[config.mk]
export PLATFORM = sky130hd
export DESIGN_NAME = pmc_cfg
export DESIGN_NICKNAME = d
export VERILOG_FILES = /design/src/pmc_pkg.sv /design/src/pmc_cfg.sv
export VERILOG_INCLUDE_DIRS = /design/src
export SDC_FILE = /design/constraint.sdc
export NUM_CORES = 1
export LEC_CHECK = 0
export BUFFER_PORTS_ARGS = -buffer_cell sky130_fd_sc_hd__buf_2
export CORE_UTILIZATION = 30
export CTS_CLUSTER_DIAMETER = 150
export DETAILED_ROUTE_END_ITERATION = 10
export HOLD_SLACK_MARGIN = 0.15
export MAX_ROUTING_LAYER = met4
export SYNTH_ARGS = -nofsm -noshare
export SYNTH_HDL_FRONTEND = slang
export SYNTH_SLANG_ARGS = --single-unit
[constraint.sdc]
create_clock -name i_clk -period 2.4 [get_ports i_clk]
set_clock_uncertainty 0.1 [all_clocks]
set_input_delay 0.12 -clock i_clk [delete_from_list [all_inputs] [get_ports i_clk]]
set_output_delay 0.12 -clock i_clk [all_outputs]
set_load 0.01 [all_outputs]
[src/pmc_map.svh]
// Purpose: Command codes, reset values and bit positions of the config block
// Assumes: Included by the config block
// Notes:   Definitions only
`ifndef PMC_MAP_SVH
`define PMC_MAP_SVH

// ----------------------------------------------------------------------
// Command codes
// ----------------------------------------------------------------------
`define PMC_CMD_PAGE     8'h00
`define PMC_CMD_OPER     8'h01
`define PMC_CMD_ONOFF    8'h02
`define PMC_CMD_CLRF     8'h03
`define PMC_CMD_CHCFG    8'hD0
`define PMC_CMD_GCFG     8'hD1
`define PMC_CMD_ADDR     8'hE6
`define PMC_CMD_RAIL     8'hFA
`define PMC_CMD_RESET    8'hFD

// ----------------------------------------------------------------------
// Reset values
// ----------------------------------------------------------------------
`define PMC_RST_OPER     8'h80
`define PMC_RST_ONOFF    8'h1E
`define PMC_RST_CHCFG    8'h10
`define PMC_RST_GCFG     8'h21
`define PMC_RST_ADDR     8'h4F
`define PMC_RST_RAIL     8'h80
`define PMC_RST_PAGE     8'h00

// ----------------------------------------------------------------------
// Addresses and special values
// ----------------------------------------------------------------------
`define PMC_ADDR_OFF     8'h80
`define PMC_BCAST0       7'h5A
`define PMC_BCAST1       7'h5B
`define PMC_PAGE_ALL     8'hFF
`define PMC_PAGE_CH1     8'h01
`define PMC_ONOFF_V0     8'h1F
`define PMC_ONOFF_V1     8'h1E
`define PMC_ONOFF_V2     8'h17
`define PMC_ONOFF_V3     8'h16
`define PMC_OP_MHI       8'hA8
`define PMC_OP_MLO       8'h98
`define PMC_OP_ON        8'h80
`define PMC_OP_SOFT      8'h40
`define PMC_OP_IMM       8'h00
`define PMC_ZERO8        8'h00

// ----------------------------------------------------------------------
// Bit positions
// ----------------------------------------------------------------------
`define PMC_CC_NORUNLOW  4
`define PMC_CC_SHORT     3
`define PMC_CC_SHCLK     2
`define PMC_CC_NOALERT   1
`define PMC_CC_NODECAY   0
`define PMC_GC_LOG       7
`define PMC_GC_IGN       6
`define PMC_GC_MASK      5
`define PMC_GC_NOSYNC    4
`define PMC_GC_TMO       3
`define PMC_GC_PEC       2
`define PMC_GC_STRETCH   1
`define PMC_GC_RUNCLR    0
`define PMC_OO_USEOP     3
`define PMC_OO_IMM       0
`define PMC_OP_ONBIT     7

`endif

[src/pmc_pkg.sv]
// Purpose: Types of the config block
// Assumes: pmc_map.svh holds the numbers
// Notes:   Channel states are Gray coded along the usual path from PMC_OFF to PMC_MIN_OFF
package pmc_pkg;

  typedef enum logic [2:0] {
    PMC_OFF      = 3'h0,
    PMC_TON_DLY  = 3'h1,
    PMC_ON       = 3'h3,
    PMC_TOFF_DLY = 3'h2,
    PMC_TOFF_RMP = 3'h6,
    PMC_MIN_OFF  = 3'h7
  } pmc_st_e;

  typedef struct packed {
    logic [1:0][7:0] oper;
    logic [1:0][7:0] onoff;
    logic [1:0][7:0] chcfg;
    logic [1:0][7:0] rail;
    logic [7:0]      gcfg;
    logic [7:0]      addr;
    logic [7:0]      page;
    pmc_st_e [1:0]   st;
    logic [1:0]      short_pend;
    logic [1:0]      status_sc;
    logic [1:0]      tristate;
    logic [1:0]      ramp_dn;
    logic [1:0]      run_low;
    logic [1:0]      min_start;
    logic [1:0]      run_q;
    logic            comms;
    logic            alert_n;
    logic            clr_faults;
    logic            nvm_reload;
    logic            ack;
    logic            rd_valid;
    logic [7:0]      rd_data;
    logic            rail_rd;
  } pmc_state_s;

endpackage

[src/pmc_cfg.sv]
// Purpose: Address forming, config bytes and on/off sequencing of both channels
// Assumes: Decoded bus commands arrive one per cycle, synchronous to i_clk
// Notes:   Sequence timers are outside; their done levels come in as inputs
`timescale 1ns/1ps
`include "pmc_map.svh"

module pmc_cfg (
  input  wire logic       i_clk,
  input  wire logic       i_resetn,
  input  wire logic       i_cmd_valid,
  input  wire logic [6:0] i_cmd_addr,
  input  wire logic       i_cmd_write,
  input  wire logic [7:0] i_cmd_code,
  input  wire logic       i_cmd_has_data,
  input  wire logic [7:0] i_cmd_data,
  input  wire logic       i_cmd_pec_ok,
  input  wire logic [7:0] i_bus_rd_data,
  input  wire logic [3:0] i_addr_select_low_pin,
  input  wire logic       i_addr_select_low_open,
  input  wire logic [3:0] i_addr_select_high_pin,
  input  wire logic       i_addr_select_high_open,
  input  wire logic [1:0] i_run,
  input  wire logic       i_shared_sync_clock_line,
  input  wire logic [1:0] i_fault_pin_low,
  input  wire logic [1:0] i_turnon_delay_state_done,
  input  wire logic [1:0] i_turnoff_delay_state_done,
  input  wire logic [1:0] i_toff_ramp_done,
  input  wire logic [1:0] i_min_off_done,
  input  wire logic [1:0] i_vout_decayed,
  output logic            o_addr_ack,
  output logic            o_rd_valid,
  output logic [7:0]      o_rd_data,
  output logic [1:0]      o_ch_tristate,
  output logic [1:0]      o_ch_ramp_down,
  output logic [1:0]      o_min_off_start,
  output logic [1:0]      o_run_pull_low,
  output logic [1:0]      o_short_cycle_status,
  output logic            o_comms_fault,
  output logic            o_alert_n,
  output logic            o_clear_faults,
  output logic            o_nvm_reload,
  output logic            o_fault_log_en,
  output logic            o_ignore_resistor_config_pins,
  output logic            o_mask_proto,
  output logic            o_sync_out_dis,
  output logic            o_bus_timeout_en,
  output logic            o_stretch_en
);

  pmc_pkg::pmc_state_s cur;
  pmc_pkg::pmc_state_s n;
  logic [1:0]          cmd_on;
  logic [6:0]          eff_addr;
  logic                page_ch;
  logic                rail_hit;
  logic                dev_hit;
  logic                bc_hit;
  logic                acc_rst;

  // ----------------------------------------------------------------------
  // Helper functions
  // ----------------------------------------------------------------------
  function automatic logic ch_on(input logic [7:0] op, input logic [7:0] oo,
                                 input logic run);
    ch_on = run & (oo[`PMC_OO_USEOP] ? op[`PMC_OP_ONBIT] : 1'b1);
  endfunction

  function automatic logic onoff_ok(input logic [7:0] v);
    onoff_ok = (v == `PMC_ONOFF_V0) || (v == `PMC_ONOFF_V1) ||
               (v == `PMC_ONOFF_V2) || (v == `PMC_ONOFF_V3);
  endfunction

  function automatic logic oper_ok(input logic [7:0] v);
    oper_ok = (v == `PMC_OP_MHI) || (v == `PMC_OP_MLO) || (v == `PMC_OP_ON) ||
              (v == `PMC_OP_SOFT) || (v == `PMC_OP_IMM);
  endfunction

  // ----------------------------------------------------------------------
  // Address forming
  // ----------------------------------------------------------------------
  always_comb begin
    // Open pin takes its field (bits 3:0 low, bits 6:4 high) from the stored address
    eff_addr[3:0] = i_addr_select_low_open ? cur.addr[3:0] : i_addr_select_low_pin;
    eff_addr[6:4] = i_addr_select_high_open ? cur.addr[6:4] : i_addr_select_high_pin[2:0];
    page_ch  = (cur.page == `PMC_PAGE_CH1);
    rail_hit = (cur.rail[page_ch] != `PMC_ADDR_OFF) &&
               (i_cmd_addr == cur.rail[page_ch][6:0]);
    dev_hit  = (cur.addr != `PMC_ADDR_OFF) && (i_cmd_addr == eff_addr);
    bc_hit   = (i_cmd_addr == `PMC_BCAST0) || (i_cmd_addr == `PMC_BCAST1);
    acc_rst  = i_cmd_valid & (dev_hit | bc_hit | rail_hit) & i_cmd_write & ~i_cmd_has_data &
               (i_cmd_code == `PMC_CMD_RESET) & (~cur.gcfg[`PMC_GC_PEC] | i_cmd_pec_ok);
    cmd_on[0] = ch_on(cur.oper[0], cur.onoff[0], i_run[0]);
    cmd_on[1] = ch_on(cur.oper[1], cur.onoff[1], i_run[1]);
  end

  // ----------------------------------------------------------------------
  // Next state
  // ----------------------------------------------------------------------
  always_comb begin
    logic       hit;
    logic       acc;
    logic       clr;
    logic       set_fault;
    logic       kill;
    logic       imm;
    logic [1:0] tgt;
    logic [7:0] rsel;
    hit       = 1'b0;
    acc       = 1'b0;
    clr       = 1'b0;
    set_fault = 1'b0;
    kill      = 1'b0;
    imm       = 1'b0;
    tgt       = 2'b00;
    rsel      = `PMC_ZERO8;
    n = cur;
    n.ack        = 1'b0;
    n.rd_valid   = 1'b0;
    n.clr_faults = 1'b0;
    n.nvm_reload = 1'b0;
    n.min_start  = 2'b00;
    n.run_low    = 2'b00;
    n.rail_rd    = 1'b0;
    n.run_q      = i_run;

    // Bus contention check in the cycle a rail read answer is driven
    if (cur.rail_rd && (i_bus_rd_data != cur.rd_data)) begin
      set_fault = 1'b1;
    end

    hit = i_cmd_valid & (dev_hit | bc_hit | rail_hit);
    n.ack = hit;
    // Writes with bad PEC dropped when global bit 2 is set
    acc = hit & i_cmd_write & (~cur.gcfg[`PMC_GC_PEC] | i_cmd_pec_ok);
    if (hit && i_cmd_write && cur.gcfg[`PMC_GC_PEC] && !i_cmd_pec_ok) begin
      set_fault = 1'b1;
    end
    if (rail_hit && !dev_hit && !bc_hit) begin
      tgt = page_ch ? 2'b10 : 2'b01;
    end else if (cur.page == `PMC_PAGE_ALL) begin
      tgt = 2'b11;
    end else begin
      tgt = page_ch ? 2'b10 : 2'b01;
    end

    // Faults cleared by command or by a run rising edge
    if (acc && i_cmd_code == `PMC_CMD_CLRF && !i_cmd_has_data) begin
      clr = 1'b1;
    end
    if (cur.gcfg[`PMC_GC_RUNCLR] && |(i_run & ~cur.run_q)) begin
      clr = 1'b1;
    end

    // Register writes
    if (acc && i_cmd_has_data) begin
      case (i_cmd_code)
        `PMC_CMD_PAGE: n.page = i_cmd_data;
        `PMC_CMD_GCFG: n.gcfg = i_cmd_data;
        `PMC_CMD_ADDR: n.addr = i_cmd_data;
        default: ;
      endcase
      for (int c = 0; c < 2; c++) begin
        if (tgt[c]) begin
          case (i_cmd_code)
            `PMC_CMD_OPER: begin
              if (oper_ok(i_cmd_data)) n.oper[c] = i_cmd_data;
              else set_fault = 1'b1;
            end
            `PMC_CMD_ONOFF: begin
              if (onoff_ok(i_cmd_data)) n.onoff[c] = i_cmd_data;
              else set_fault = 1'b1;
            end
            `PMC_CMD_CHCFG: n.chcfg[c] = i_cmd_data;
            `PMC_CMD_RAIL:  n.rail[c] = i_cmd_data;
            default: ;
          endcase
        end
      end
    end

    // Reads answer from channel 0 when both pages are selected
    if (hit && !i_cmd_write) begin
      case (i_cmd_code)
        `PMC_CMD_PAGE:  rsel = cur.page;
        `PMC_CMD_OPER:  rsel = cur.oper[tgt[1] & ~tgt[0]];
        `PMC_CMD_ONOFF: rsel = cur.onoff[tgt[1] & ~tgt[0]];
        `PMC_CMD_CHCFG: rsel = cur.chcfg[tgt[1] & ~tgt[0]];
        `PMC_CMD_GCFG:  rsel = cur.gcfg;
        `PMC_CMD_ADDR:  rsel = cur.addr;
        `PMC_CMD_RAIL:  rsel = cur.rail[tgt[1] & ~tgt[0]];
        default:        rsel = `PMC_ZERO8;
      endcase
      n.rd_valid = 1'b1;
      n.rd_data  = rsel;
      n.rail_rd  = rail_hit & ~dev_hit & ~bc_hit;
    end

    // Channel sequencing; a status bit set here wins over a clear, but not over the reset command
    if (clr) n.status_sc = 2'b00;
    for (int c = 0; c < 2; c++) begin
      kill = cur.chcfg[c][`PMC_CC_SHCLK] & ~i_shared_sync_clock_line;
      imm  = cur.onoff[c][`PMC_OO_IMM] |
             (cur.onoff[c][`PMC_OO_USEOP] & (cur.oper[c] == `PMC_OP_IMM));
      case (cur.st[c])
        pmc_pkg::PMC_OFF: begin
          n.tristate[c] = 1'b1;
          if (cmd_on[c] && !kill) n.st[c] = pmc_pkg::PMC_TON_DLY;
        end
        pmc_pkg::PMC_TON_DLY: begin
          if (!cmd_on[c] || kill) begin
            n.st[c] = pmc_pkg::PMC_OFF;
          end else if (i_turnon_delay_state_done[c]) begin
            n.st[c]       = pmc_pkg::PMC_ON;
            n.tristate[c] = 1'b0;
          end
        end
        pmc_pkg::PMC_ON: begin
          if (kill || !cmd_on[c]) begin
            n.run_low[c] = ~kill & ~cur.chcfg[c][`PMC_CC_NORUNLOW];
            if (kill || imm) begin
              n.tristate[c]  = 1'b1;
              n.min_start[c] = 1'b1;
              n.st[c]        = pmc_pkg::PMC_MIN_OFF;
            end else begin
              n.st[c] = pmc_pkg::PMC_TOFF_DLY;
            end
          end
        end
        pmc_pkg::PMC_TOFF_DLY: begin
          if (cmd_on[c] && cur.chcfg[c][`PMC_CC_SHORT]) begin
            n.tristate[c]   = 1'b1;
            n.min_start[c]  = 1'b1;
            n.short_pend[c] = 1'b1;
            n.st[c]         = pmc_pkg::PMC_MIN_OFF;
          end else if (i_turnoff_delay_state_done[c]) begin
            n.ramp_dn[c] = 1'b1;
            n.st[c]      = pmc_pkg::PMC_TOFF_RMP;
          end
        end
        pmc_pkg::PMC_TOFF_RMP: begin
          if ((cmd_on[c] && cur.chcfg[c][`PMC_CC_SHORT]) || i_toff_ramp_done[c]) begin
            // Ramp stops and output floats together
            n.ramp_dn[c]    = 1'b0;
            n.tristate[c]   = 1'b1;
            n.min_start[c]  = 1'b1;
            n.short_pend[c] = cmd_on[c] & cur.chcfg[c][`PMC_CC_SHORT];
            n.st[c]         = pmc_pkg::PMC_MIN_OFF;
          end
        end
        pmc_pkg::PMC_MIN_OFF: begin
          if (i_min_off_done[c] &&
              (cur.chcfg[c][`PMC_CC_NODECAY] || i_vout_decayed[c])) begin
            n.short_pend[c] = 1'b0;
            if (cur.short_pend[c]) begin
              n.status_sc[c] = 1'b1;
              n.st[c]        = pmc_pkg::PMC_TON_DLY;
            end else begin
              n.st[c] = pmc_pkg::PMC_OFF;
            end
          end
        end
        default: n.st[c] = pmc_pkg::PMC_OFF;
      endcase
    end

    // Reset command: send byte, channels off, reload, clear faults
    if (acc && i_cmd_code == `PMC_CMD_RESET && !i_cmd_has_data) begin
      n.oper       = {`PMC_RST_OPER, `PMC_RST_OPER};
      n.onoff      = {`PMC_RST_ONOFF, `PMC_RST_ONOFF};
      n.chcfg      = {`PMC_RST_CHCFG, `PMC_RST_CHCFG};
      n.rail       = {`PMC_RST_RAIL, `PMC_RST_RAIL};
      n.gcfg       = `PMC_RST_GCFG;
      n.addr       = `PMC_RST_ADDR;
      n.page       = `PMC_RST_PAGE;
      n.st         = '{pmc_pkg::PMC_OFF, pmc_pkg::PMC_OFF};
      n.status_sc  = 2'b00;
      n.tristate   = 2'b11;
      n.ramp_dn    = 2'b00;
      n.short_pend = 2'b00;
      n.nvm_reload = 1'b1;
      clr          = 1'b1;
      set_fault    = 1'b0;
    end

    // Clear first so a new fault in the same cycle survives a clear, but not the reset command
    if (clr) begin
      n.comms      = 1'b0;
      n.clr_faults = 1'b1;
    end
    if (set_fault) n.comms = 1'b1;
    n.alert_n = ~(n.comms | |(i_fault_pin_low &
                 ~{cur.chcfg[1][`PMC_CC_NOALERT], cur.chcfg[0][`PMC_CC_NOALERT]}));
  end

  // ----------------------------------------------------------------------
  // State register
  // ----------------------------------------------------------------------
  always_ff @(posedge i_clk) begin
    if (!i_resetn) begin
      cur            <= '0;
      cur.oper       <= {`PMC_RST_OPER, `PMC_RST_OPER};
      cur.onoff      <= {`PMC_RST_ONOFF, `PMC_RST_ONOFF};
      cur.chcfg      <= {`PMC_RST_CHCFG, `PMC_RST_CHCFG};
      cur.rail       <= {`PMC_RST_RAIL, `PMC_RST_RAIL};
      cur.gcfg       <= `PMC_RST_GCFG;
      cur.addr       <= `PMC_RST_ADDR;
      cur.page       <= `PMC_RST_PAGE;
      cur.st         <= '{pmc_pkg::PMC_OFF, pmc_pkg::PMC_OFF};
      cur.tristate   <= 2'b11;
      cur.alert_n    <= 1'b1;
    end else begin
      cur <= n;
    end
  end

  // ----------------------------------------------------------------------
  // Outputs
  // ----------------------------------------------------------------------
  assign o_addr_ack           = cur.ack;
  assign o_rd_valid           = cur.rd_valid;
  assign o_rd_data            = cur.rd_data;
  assign o_ch_tristate        = cur.tristate;
  assign o_ch_ramp_down       = cur.ramp_dn;
  assign o_min_off_start      = cur.min_start;
  assign o_run_pull_low       = cur.run_low;
  assign o_short_cycle_status = cur.status_sc;
  assign o_comms_fault        = cur.comms;
  assign o_alert_n            = cur.alert_n;
  assign o_clear_faults       = cur.clr_faults;
  assign o_nvm_reload         = cur.nvm_reload;
  assign o_fault_log_en       = cur.gcfg[`PMC_GC_LOG];
  assign o_ignore_resistor_config_pins     = cur.gcfg[`PMC_GC_IGN];
  assign o_mask_proto         = cur.gcfg[`PMC_GC_MASK];
  assign o_sync_out_dis       = cur.gcfg[`PMC_GC_NOSYNC];
  assign o_bus_timeout_en     = cur.gcfg[`PMC_GC_TMO];
  assign o_stretch_en         = cur.gcfg[`PMC_GC_STRETCH];
endmodule

==> results of run 1 <==
layout make-up:
type                       count  area [sq um]
tap                          270         337.8
fill                        2020         11790
multi-input combinational    550          3677
inverter                      14         52.55
timing repair buffer         197          1523
sequential                   123          2469
clock inverter                13         191.4
clock buffer                  19         452.9
power by group through the flow:
stage	sequential, mW	clock [mW]	combinational [mW]
3_3_place_gp	2.24	0	0.606
4_1_cts	2.19	2.83	0.664
5_1_grt	2.20	2.93	0.776
3_5_place_dp	2.23	0	0.609
6_report	2.19	2.80	0.709
2_1_floorplan	2.17	0	0.470
worst max-delay path: stages, from the launching register on:
cell and delay, ns:
sky130_fd_sc_hd__dfxtp_2 0.33, sky130_fd_sc_hd__nor4_4 0.32, sky130_fd_sc_hd__nand2_2 0.12, sky130_fd_sc_hd__a2111oi_4 0.38
sky130_fd_sc_hd__buf_4 0.19, sky130_fd_sc_hd__a31oi_4 0.03, sky130_fd_sc_hd__buf_6 0.16, sky130_fd_sc_hd__a31oi_4 0.18
sky130_fd_sc_hd__buf_12 0.15, sky130_fd_sc_hd__buf_12 0.12, sky130_fd_sc_hd__buf_12 0.14, sky130_fd_sc_hd__nor2_1 0.05
layer usage:
metal,GRT usage [%],wire length [um],up-vias
li1,-,-,3019
met3,5.280,1602,33
met5,-,0,-
met4,7.474,427,0
met2,29.86,9604,279
met1,26.82,10100,3007
timing repair:
action | CTS | global route
setup endpoints to repair | 26 | 91
hold endpoints to repair | 82 | 0
resized for setup | 3 | 40
gates cloned | 0 | 3
setup buffers | 0 | 14
pin swaps | 0 | 16
hold buffers | 30 | 0
synthesized netlist by cell type (2+ instances only):
cell type / instances / area share (%)
sky130_fd_sc_hd__nand3_1: 27 / 2.1
sky130_fd_sc_hd__a31o_2: 2 / 0.28
sky130_fd_sc_hd__a222oi_1: 10 / 1.6
sky130_fd_sc_hd__o211ai_2: 8 / 1.6
sky130_fd_sc_hd__a31oi_1: 7 / 0.69
sky130_fd_sc_hd__nor4b_1: 5 / 0.69
sky130_fd_sc_hd__nand4_1: 9 / 0.89
sky130_fd_sc_hd__o211ai_1: 17 / 2.0
sky130_fd_sc_hd__xor2_1: 18 / 2.5
sky130_fd_sc_hd__a32oi_1: 2 / 0.28
sky130_fd_sc_hd__mux2i_1: 69 / 11
sky130_fd_sc_hd__and3_1: 18 / 1.8
sky130_fd_sc_hd__o22ai_1: 2 / 0.20
sky130_fd_sc_hd__o2111ai_1: 3 / 0.41
sky130_fd_sc_hd__nor2b_1: 4 / 0.39
sky130_fd_sc_hd__o21ai_0: 14 / 1.1
sky130_fd_sc_hd__or4_1: 3 / 0.36
sky130_fd_sc_hd__a211oi_1: 2 / 0.24
sky130_fd_sc_hd__or3_1: 7 / 0.69
sky130_fd_sc_hd__buf_4: 18 / 2.1
sky130_fd_sc_hd__a21oi_1: 32 / 2.5
sky130_fd_sc_hd__xnor2_1: 11 / 1.5
sky130_fd_sc_hd__a22oi_1: 15 / 1.8
sky130_fd_sc_hd__buf_2: 4 / 0.32
sky130_fd_sc_hd__a22o_1: 2 / 0.28
sky130_fd_sc_hd__inv_1: 14 / 0.83
sky130_fd_sc_hd__and2_1: 6 / 0.59
sky130_fd_sc_hd__nor3_1: 12 / 0.95
sky130_fd_sc_hd__clkbuf_1: 39 / 2.3
sky130_fd_sc_hd__nand4b_1: 3 / 0.41
sky130_fd_sc_hd__nor4_2: 2 / 0.39
sky130_fd_sc_hd__nor2_1: 81 / 4.8
sky130_fd_sc_hd__nor4_1: 12 / 1.2
sky130_fd_sc_hd__nand2_1: 98 / 5.8
sky130_fd_sc_hd__nand2b_1: 12 / 1.2
sky130_fd_sc_hd__o21ai_1: 8 / 0.63
sky130_fd_sc_hd__dfxtp_1: 123 / 39
sky130_fd_sc_hd__o22a_1: 2 / 0.28
sky130_fd_sc_hd__a221oi_1: 3 / 0.41
sky130_fd_sc_hd__mux2_2: 2 / 0.36
logic make-up (layout without fill, tap and decap cells):
family	count (synthesis)	count (layout)	synth area share (%)
buf+inv	77	243	5.827
mux	71	71	11.26
xor+xnor	29	29	4.009
compound gates	147	148	17.20
flops	123	123	38.87
simple gates	302	302	22.83
how the worst max path moves through the flow:
stage                        from  cells after the start  slack, ns                            end
after floorplan           cur[42]                      9      -0.01                   o_rd_data[5]
after global placement    cur[67]                      8      -0.03                       cur[103]
after detailed placement  cur[67]                      8      -0.08                       cur[101]
after CTS                 cur[67]                      9      -0.02                        cur[30]
after global routing      cur[41]                     11       -0.1                        cur[36]
final                     cur[41]                     11     -0.002  o_ignore_resistor_config_pins
per-stage QoR:
stage          cell area, sq um  total power [mW]  std cells
6_report                   8703             5.701       1186
5_1_grt                    8703             5.914       1186
4_1_cts                    8371             5.678       1170
3_5_place_dp               7408             2.843       1108
3_3_place_gp               7408             2.841       1108
2_1_floorplan              6350             2.635        749
sequential cells by signal, indices dropped and copies added (netlist names), 2 cells and up:
name                  flops
cur                      93
o_ch_ramp_down            2
o_min_off_start           2
o_rd_data                 8
o_short_cycle_status      2
o_run_pull_low            2
o_ch_tristate             2
==> results, run 1 <==
- The flow ran to the end, but the final reports show violations.
- The final reports fail on negative setup slack.
- The floorplan has 52 rows.
- After synthesis the cells add up to 6335 sq um.
- Summing the sequential cell areas from Yosys gives between 30% and 40% of the chip area.
- The number of buffers added by the clock tree synthesis step is 17.
- The end point of the worst hold path is cur[70].
- At the worst endpoint, the required time is 2.61 ns.
- The placeable core region is 20490 sq um.
- Port buffering added 90 buffers.
- The startpoint class of the critical path is a flip-flop.
- The vertical extent of the die is 147.3 um.
- The maximum root-to-sink buffer count is 2.
- The initial antenna violation count is 0.
- The worst max-slew margin expressed relative to the limit is around three fifths.
- The global-route usage over all layers is 20.39%.
- In the routed design, unresolved DRC markers number 0.
- The detailed-routing iteration count for the pre-antenna-repair pass is 11.
- In this run, flip-flops and latches consume 38.5% of the power.
- The number of cells on the worst reg-to-reg path is 11.
- Across all setup checks in the final design, the least slack found is -0.001702 ns.
- The routed layout has 6338 vias.
- The master cell of the clock root buffer is sky130_fd_sc_hd__clkbuf_16.
- The terminus of the critical flop-to-flop path is o_ignore_resistor_config_pins.
- The core occupancy in the finished layout is 42.47%.
- In this run the worst path has a maximum fanout of 15.
- The tightest min-delay check is of the input pin to flip-flop type.
- The count of distinct cell types in the synthesized netlist is between 60 and 70.
- The die covers about 22000 sq um.
- Combinational logic is responsible for between 10% and 20% of the overall power.
- For this configuration, the core starts out at a cell density of 30.91%.
- The per-cell via count in the routed design is between 5 and 6.
- The reg2reg setup slack is -0.002 ns.
- The initial detailed-routing violation count is 653.
- For the worst setup path, the data arrival time is 2.62 ns.
- The average instance in the mapped netlist occupies 8.458 sq um.
- In the layout the commonest cells are 118 x sky130_fd_sc_hd__dfxtp_1, 97 x sky130_fd_sc_hd__nand2_1, 90 x sky130_fd_sc_hd__buf_2.
- The setup-violating endpoint count in the final report is 1.
- In this run the static leakage power is 4.024 nW.
- The synthesized design contains 0 enable-type register cells.
- The max-capacitance violation count is 0.
- The worst setup path is captured at a flip-flop.
- The share of async-settable or async-resettable flops after synthesis is 0%.
- Compared with the post-synthesis result, the final layout area differs by 37.39%.
- The number of slew-limit violations in the final report is 0.
- The final antenna diode count is 0.
- The post-route worst hold slack is 0.2145 ns.
- The dominant synthesized flop cell is sky130_fd_sc_hd__dfxtp_1.
- The number of H-tree levels is 4.
- After detailed routing, the average wire length per cell comes to 18.32 um.
- The internal portion of the total power is 4.213 mW.
- The share of total power dissipated in the clock network is 49.1%.
- At the pin with the least slew margin, the transition time is 0.5902 ns.
- The net switching component of the power is 1.488 mW.
- The worst flop-to-flop path startpoint is cur[41].
- The post-synthesis sequential element count is between 100 and 150.
- In this run the remaining antenna-violating nets after routing total 0.
- The number of global-route vias before repair is between 5000 and 6000.
- The most frequent standard cell in the layout excluding fill and tap cells is sky130_fd_sc_hd__dfxtp_1.
- The clock sink total is approximately 120.
- TritonCTS built the clock tree.
- The startpoint of the most critical hold path is i_cmd_data[3].
- For this design the ratio of total power to cell area is 655.1 nW/um^2.
- The count of endpoints failing hold in the final timing report is 0.
- Setup total negative slack on the finished layout was measured at -0.001702 ns.
- The pin count of the biggest net entering global routing is 22.
- The maximum achievable frequency is between 0.4 and 0.5 GHz.
- The clock transition time at the flip-flop clock pins of the worst setup and hold paths is 0.06 ns.
- The total I/O pin count is 92.
- The width of the chip is 147.3 um.
- The total number of nets in the final design is about 970.
- The worst setup path is of the flip-flop to flip-flop kind.
- Setup repair after global routing could not meet its margin everywhere.
- At the end of routability-driven placement, the weighted congestion stood at 0.8961.
- The worst ir drop on vdd is 0.3577 mV.
- The fraction of final layout cells sized beyond drive strength 1 is 27.40%.
- Before CTS, the worst setup slack after placement is -0.08488 ns.
- After layout, the minimum clock period comes to around 2.4 ns.
- The synthesis warning total is 0.
- The synthesized net count is between 800 and 900.
- The net switching share of the total power is 26.10%.
- Dividing the final minimum period by the clock period gives 100.1%.
- After detailed routing, the total wire length is 21.73 mm.
- The clock latency at the later pin of the worst-skew pair is about 0.42 ns.
- In the synthesized netlist, the number of instances is 749.
- The worst hold path passes through 4 cells.
- The leftover overflow at the end of global routing is 0.
- The wire length of the first global-routing pass is 32.64 mm.
- Summed over all nets, the half-perimeter wirelength after detailed placement is 15.29 mm.
Note: power is estimated with default switching activity, not from simulation.
==> run 2: changes to the inputs <==
--- a/config.mk
+++ b/config.mk
@@ -13,4 +13,5 @@
 export HOLD_SLACK_MARGIN = 0.15
 export MAX_ROUTING_LAYER = met4
+export PLACE_DENSITY = 0.57
 export SYNTH_ARGS = -nofsm -noshare
 export SYNTH_HDL_FRONTEND = slang
==> constraint.sdc (replaced) <==
create_clock -name i_clk -period 2.4 [get_ports i_clk]
set_clock_uncertainty 0.1 [all_clocks]
set_input_delay 0.48 -clock i_clk [delete_from_list [all_inputs] [get_ports i_clk]]
set_output_delay 0.48 -clock i_clk [all_outputs]
set_load 0.01 [all_outputs]
==> run 2 against run 1 <==
The run still ends with negative setup slack left. Critical path depth fell by 3. Sequential power barely moved. Setup slack got worse by 0.030 ns. Sequential share of layout area rose by 0.69 points. Combinational power fell by 7.1%. Final cell count fell by 0.42%. Via count fell by 3.3%. First-iteration DRC count fell by 23%. Global-route usage barely moved. Count of clock-buffer cells in the layout fell by 1. Flip-flop and latch count did not move. Clock power fell by 16%. Critical path type unchanged. Highest routed layer unchanged.
==> results, run 2 (synthesis gave the netlist of run 1 again) <==
- The number of global-route vias before repair is 5800 (-0.24%).
- The leftover overflow at the end of global routing came to 0 (unchanged).
- The placed standard-cell area came to 7689 sq um (+3.8%).
- The fraction of final layout cells sized beyond drive strength 1 is 29.86% (+2.5 points).
- The clock transition time at the flip-flop clock pins of the worst setup and hold paths is 0.06 ns (about the same).
- The startpoint class of the critical path is a flip-flop.
- The endpoint type of the worst setup path is a flip-flop.
- The core occupancy in the finished layout is 41.37% (-1.1 points).
- The count of endpoints failing hold in the final timing report is 0 (unchanged).
- In this run the critical register-to-register path is launched from cur[42].
- The die footprint is 21700 sq um (unchanged).
- The final estimated routing congestion in global placement is 0.9059 (+1.1%).
- The pin count of the biggest net entering global routing came to 30 (+36%).
- The port buffer count is 90 (unchanged).
- The post-layout total power is 5.196 mW (-8.9%).
- The checks that failed: negative setup slack.
- The number of H-tree levels is 4 (unchanged).
- The standard-cell row count is 52 (unchanged).
- The global-route usage over all layers was 20.40% (about the same).
- The layout overhead on the synthesized area is 33.85%.
- The minimum period implied by the final worst setup slack is 2.431 ns (+0.02975 ns).
- The depth of the worst hold-timing path is 3 (-1).
- The total number of nets in the final design was 960 (-0.52%).
- The number of DRC violations after detailed routing is 0 (unchanged).
- The top fanout value on the critical path came to 14 (-1).
- The required time of the worst setup path is 2.61 ns (about the same).
- The max-capacitance violation count is 0 (unchanged).
- The post-detailed-route count of antenna-violating nets was 0 (unchanged).
- On the critical path the largest part of the delay comes from simple AND/OR/NAND/NOR gates.
- The reg2reg setup slack is -0.03 ns (-0.03 ns).
- The critical-path cell with the highest stage delay is sky130_fd_sc_hd__nor4_4.
- The signal on the critical path passes through nor4_4, nand3_2, buf_6, a31oi_4, a31oi_4, buf_12, clkbuf_16, or3_1.
- The number of buffers inserted by hold repair at cts is 0 (-100%).
- The power density over the cells is 612.8 nW/um^2 (-6.5%).
- The final antenna diode count is 0 (unchanged).
- The number of buffers added by the clock tree synthesis step came to 17 (unchanged).
- Leaving out fill and tap cells, the most frequent cell in the layout is sky130_fd_sc_hd__dfxtp_1.
- The number of slew-limit violations in the final report came to 0 (unchanged).
- The initial detailed-routing violation count is 500 (-23%).
- The sum of buffers and inverters on the critical path was 3 (-2).
- The vertical extent of the die is 147.3 um (unchanged).
- The CTS tree is done.
- The worst ir drop on vdd is 0.5010 mV (+40%).
- The reported leakage power is 3.947 nW (-1.9%).
- The actual slew at the worst max-slew pin is 0.5235 ns (-0.06665 ns).
- The initial antenna violation count is 0 (unchanged).
- The placed wire-length estimate after detailed placement is 15.74 mm (+2.9%).
- The number of flip-flops in the largest register is 93 (unchanged).
- The critical path start-end classification is flip-flop to flip-flop.
- The post-route clock period utilization is 101.3% (+1.2 points).
- The clock sink total was 123 (unchanged).
- The post-placement worst setup slack is -0.3132 ns (-0.2283 ns).
- The per-cell via count in the routed design is 5.190 (-2.9%).
- The run finished, with violations left.
- The cell count after placement is 1142 (+3.1%).
- CTS placed an instance of sky130_fd_sc_hd__clkbuf_16 at the clock tree root.
- The detail-routed net length per standard cell is 17.91 um (-2.2%).
- The worst max-slew margin expressed relative to the limit came to 64.83% (+4.5 points).
- The effective utilization at floorplan is 30.91% (unchanged).
- The post-route worst hold slack is 0.2430 ns (+0.02854 ns).
- The total I/O pin count was 92 (unchanged).
- The setup-violating endpoint count in the final report is 14 (+13).
- The count of placed standard cells in the final layout, fillers left out was 1181 (-0.42%).
- The final critical-path setup slack came to -0.03145 ns (-0.02975 ns).
- The path type of the worst min-delay path is input pin to flip-flop.
- The detailed-routing iteration count for the pre-antenna-repair pass was 5 (-6).
- The wire length of the first global-routing pass is 32.85 mm (+0.65%).
- The cell area after layout is 8479 sq um (-2.6%).
- The maximum root-to-sink buffer count is 2 (unchanged).
- The total length of routed wires is 21.16 mm (-2.7%).
- The clock latency at the later pin of the worst-skew pair is 0.43 ns (about the same).
- The summed negative setup slack over all endpoints came to -0.1506 ns (-0.1489 ns).
- The number of cells on the worst reg-to-reg path is 8 (-3).
- The most frequent cell on the critical path is sky130_fd_sc_hd__a31oi_4.
- Setup repair after global routing could not meet its margin everywhere.
- The endpoint identified for the worst register-to-register timing path is cur[93].
- The register with the highest flop count is cur.
- The via count is 6129 (-3.3%).
- The delay of the slowest cell on the worst path came to 0.39 ns (about the same).
- The maximum achievable frequency is 0.4113 GHz (-1.2%).
- Leaving out fill and tap cells, the most frequent cells in the layout are 122 x sky130_fd_sc_hd__dfxtp_1, 97 x sky130_fd_sc_hd__nand2_1, 90 x sky130_fd_sc_hd__buf_2, 90 x sky130_fd_sc_hd__buf_4, 76 x sky130_fd_sc_hd__nor2_1.
- The placeable core region is 20490 sq um (unchanged).
- The startpoint of the most critical hold path is i_turnon_delay_state_done[0].
- The end point of the worst hold path is cur[30].
- The worst path arrival time is 2.64 ns (+0.02 ns).
- The width of the chip is 147.3 um (unchanged).
## run 2: final cells by class
type | count | area (sq um)
inverter | 14 | 52.55
sequential | 123 | 2464
multi-input combinational | 549 | 3712
clock buffer | 18 | 439.2
timing repair buffer | 193 | 1376
clock inverter | 14 | 97.59
fill | 2088 | 12020
tap | 270 | 337.8
## run 2: how the worst max path moves through the flow
| stage | from | end | cells past startpoint |
|---|---|---|---|
| final | cur[42] | cur[93] | 8 |
| after global routing | cur[42] | o_fault_log_en | 9 |
| after CTS | cur[41] | cur[93] | 7 |
| after detailed placement | i_cmd_addr[4] | o_rd_data[3] | 8 |
| after global placement | i_cmd_addr[4] | cur[93] | 9 |
| after floorplan | i_cmd_addr[1] | o_rd_data[5] | 9 |
## run 2: tightest hold or removal path, cell delays in order
cell and delay [ns]:
sky130_fd_sc_hd__buf_2 0.11, sky130_fd_sc_hd__nand3_1 0.06, sky130_fd_sc_hd__a221oi_1 0.06
## run 2: repair_timing
action | in CTS | in global routing
pin swaps | 2 | 8
gates cloned | 0 | 2
endpoints found under the setup margin | 110 | 103
gates resized for setup | 9 | 27
setup buffers | 3 | 2
## run 2: where the power goes
| part | internal [mW] | leakage [nW] | switching [mW] |
|---|---|---|---|
| combinational | 0.284 | 2.69 | 0.375 |
| sequential | 2.10 | 0.995 | 0.0962 |
| clock | 1.34 | 0.266 | 1.00 |
| total | 3.73 | 3.95 | 1.47 |
## run 2: metal layers
metal | global-route usage, % | vias to the layer above | routed length, um
met5 | - | - | 0
met4 | 6.753 | 0 | 259
met3 | 4.193 | 23 | 1379
met2 | 29.03 | 203 | 9220
met1 | 28.46 | 2899 | 10290
li1 | - | 3004 | -
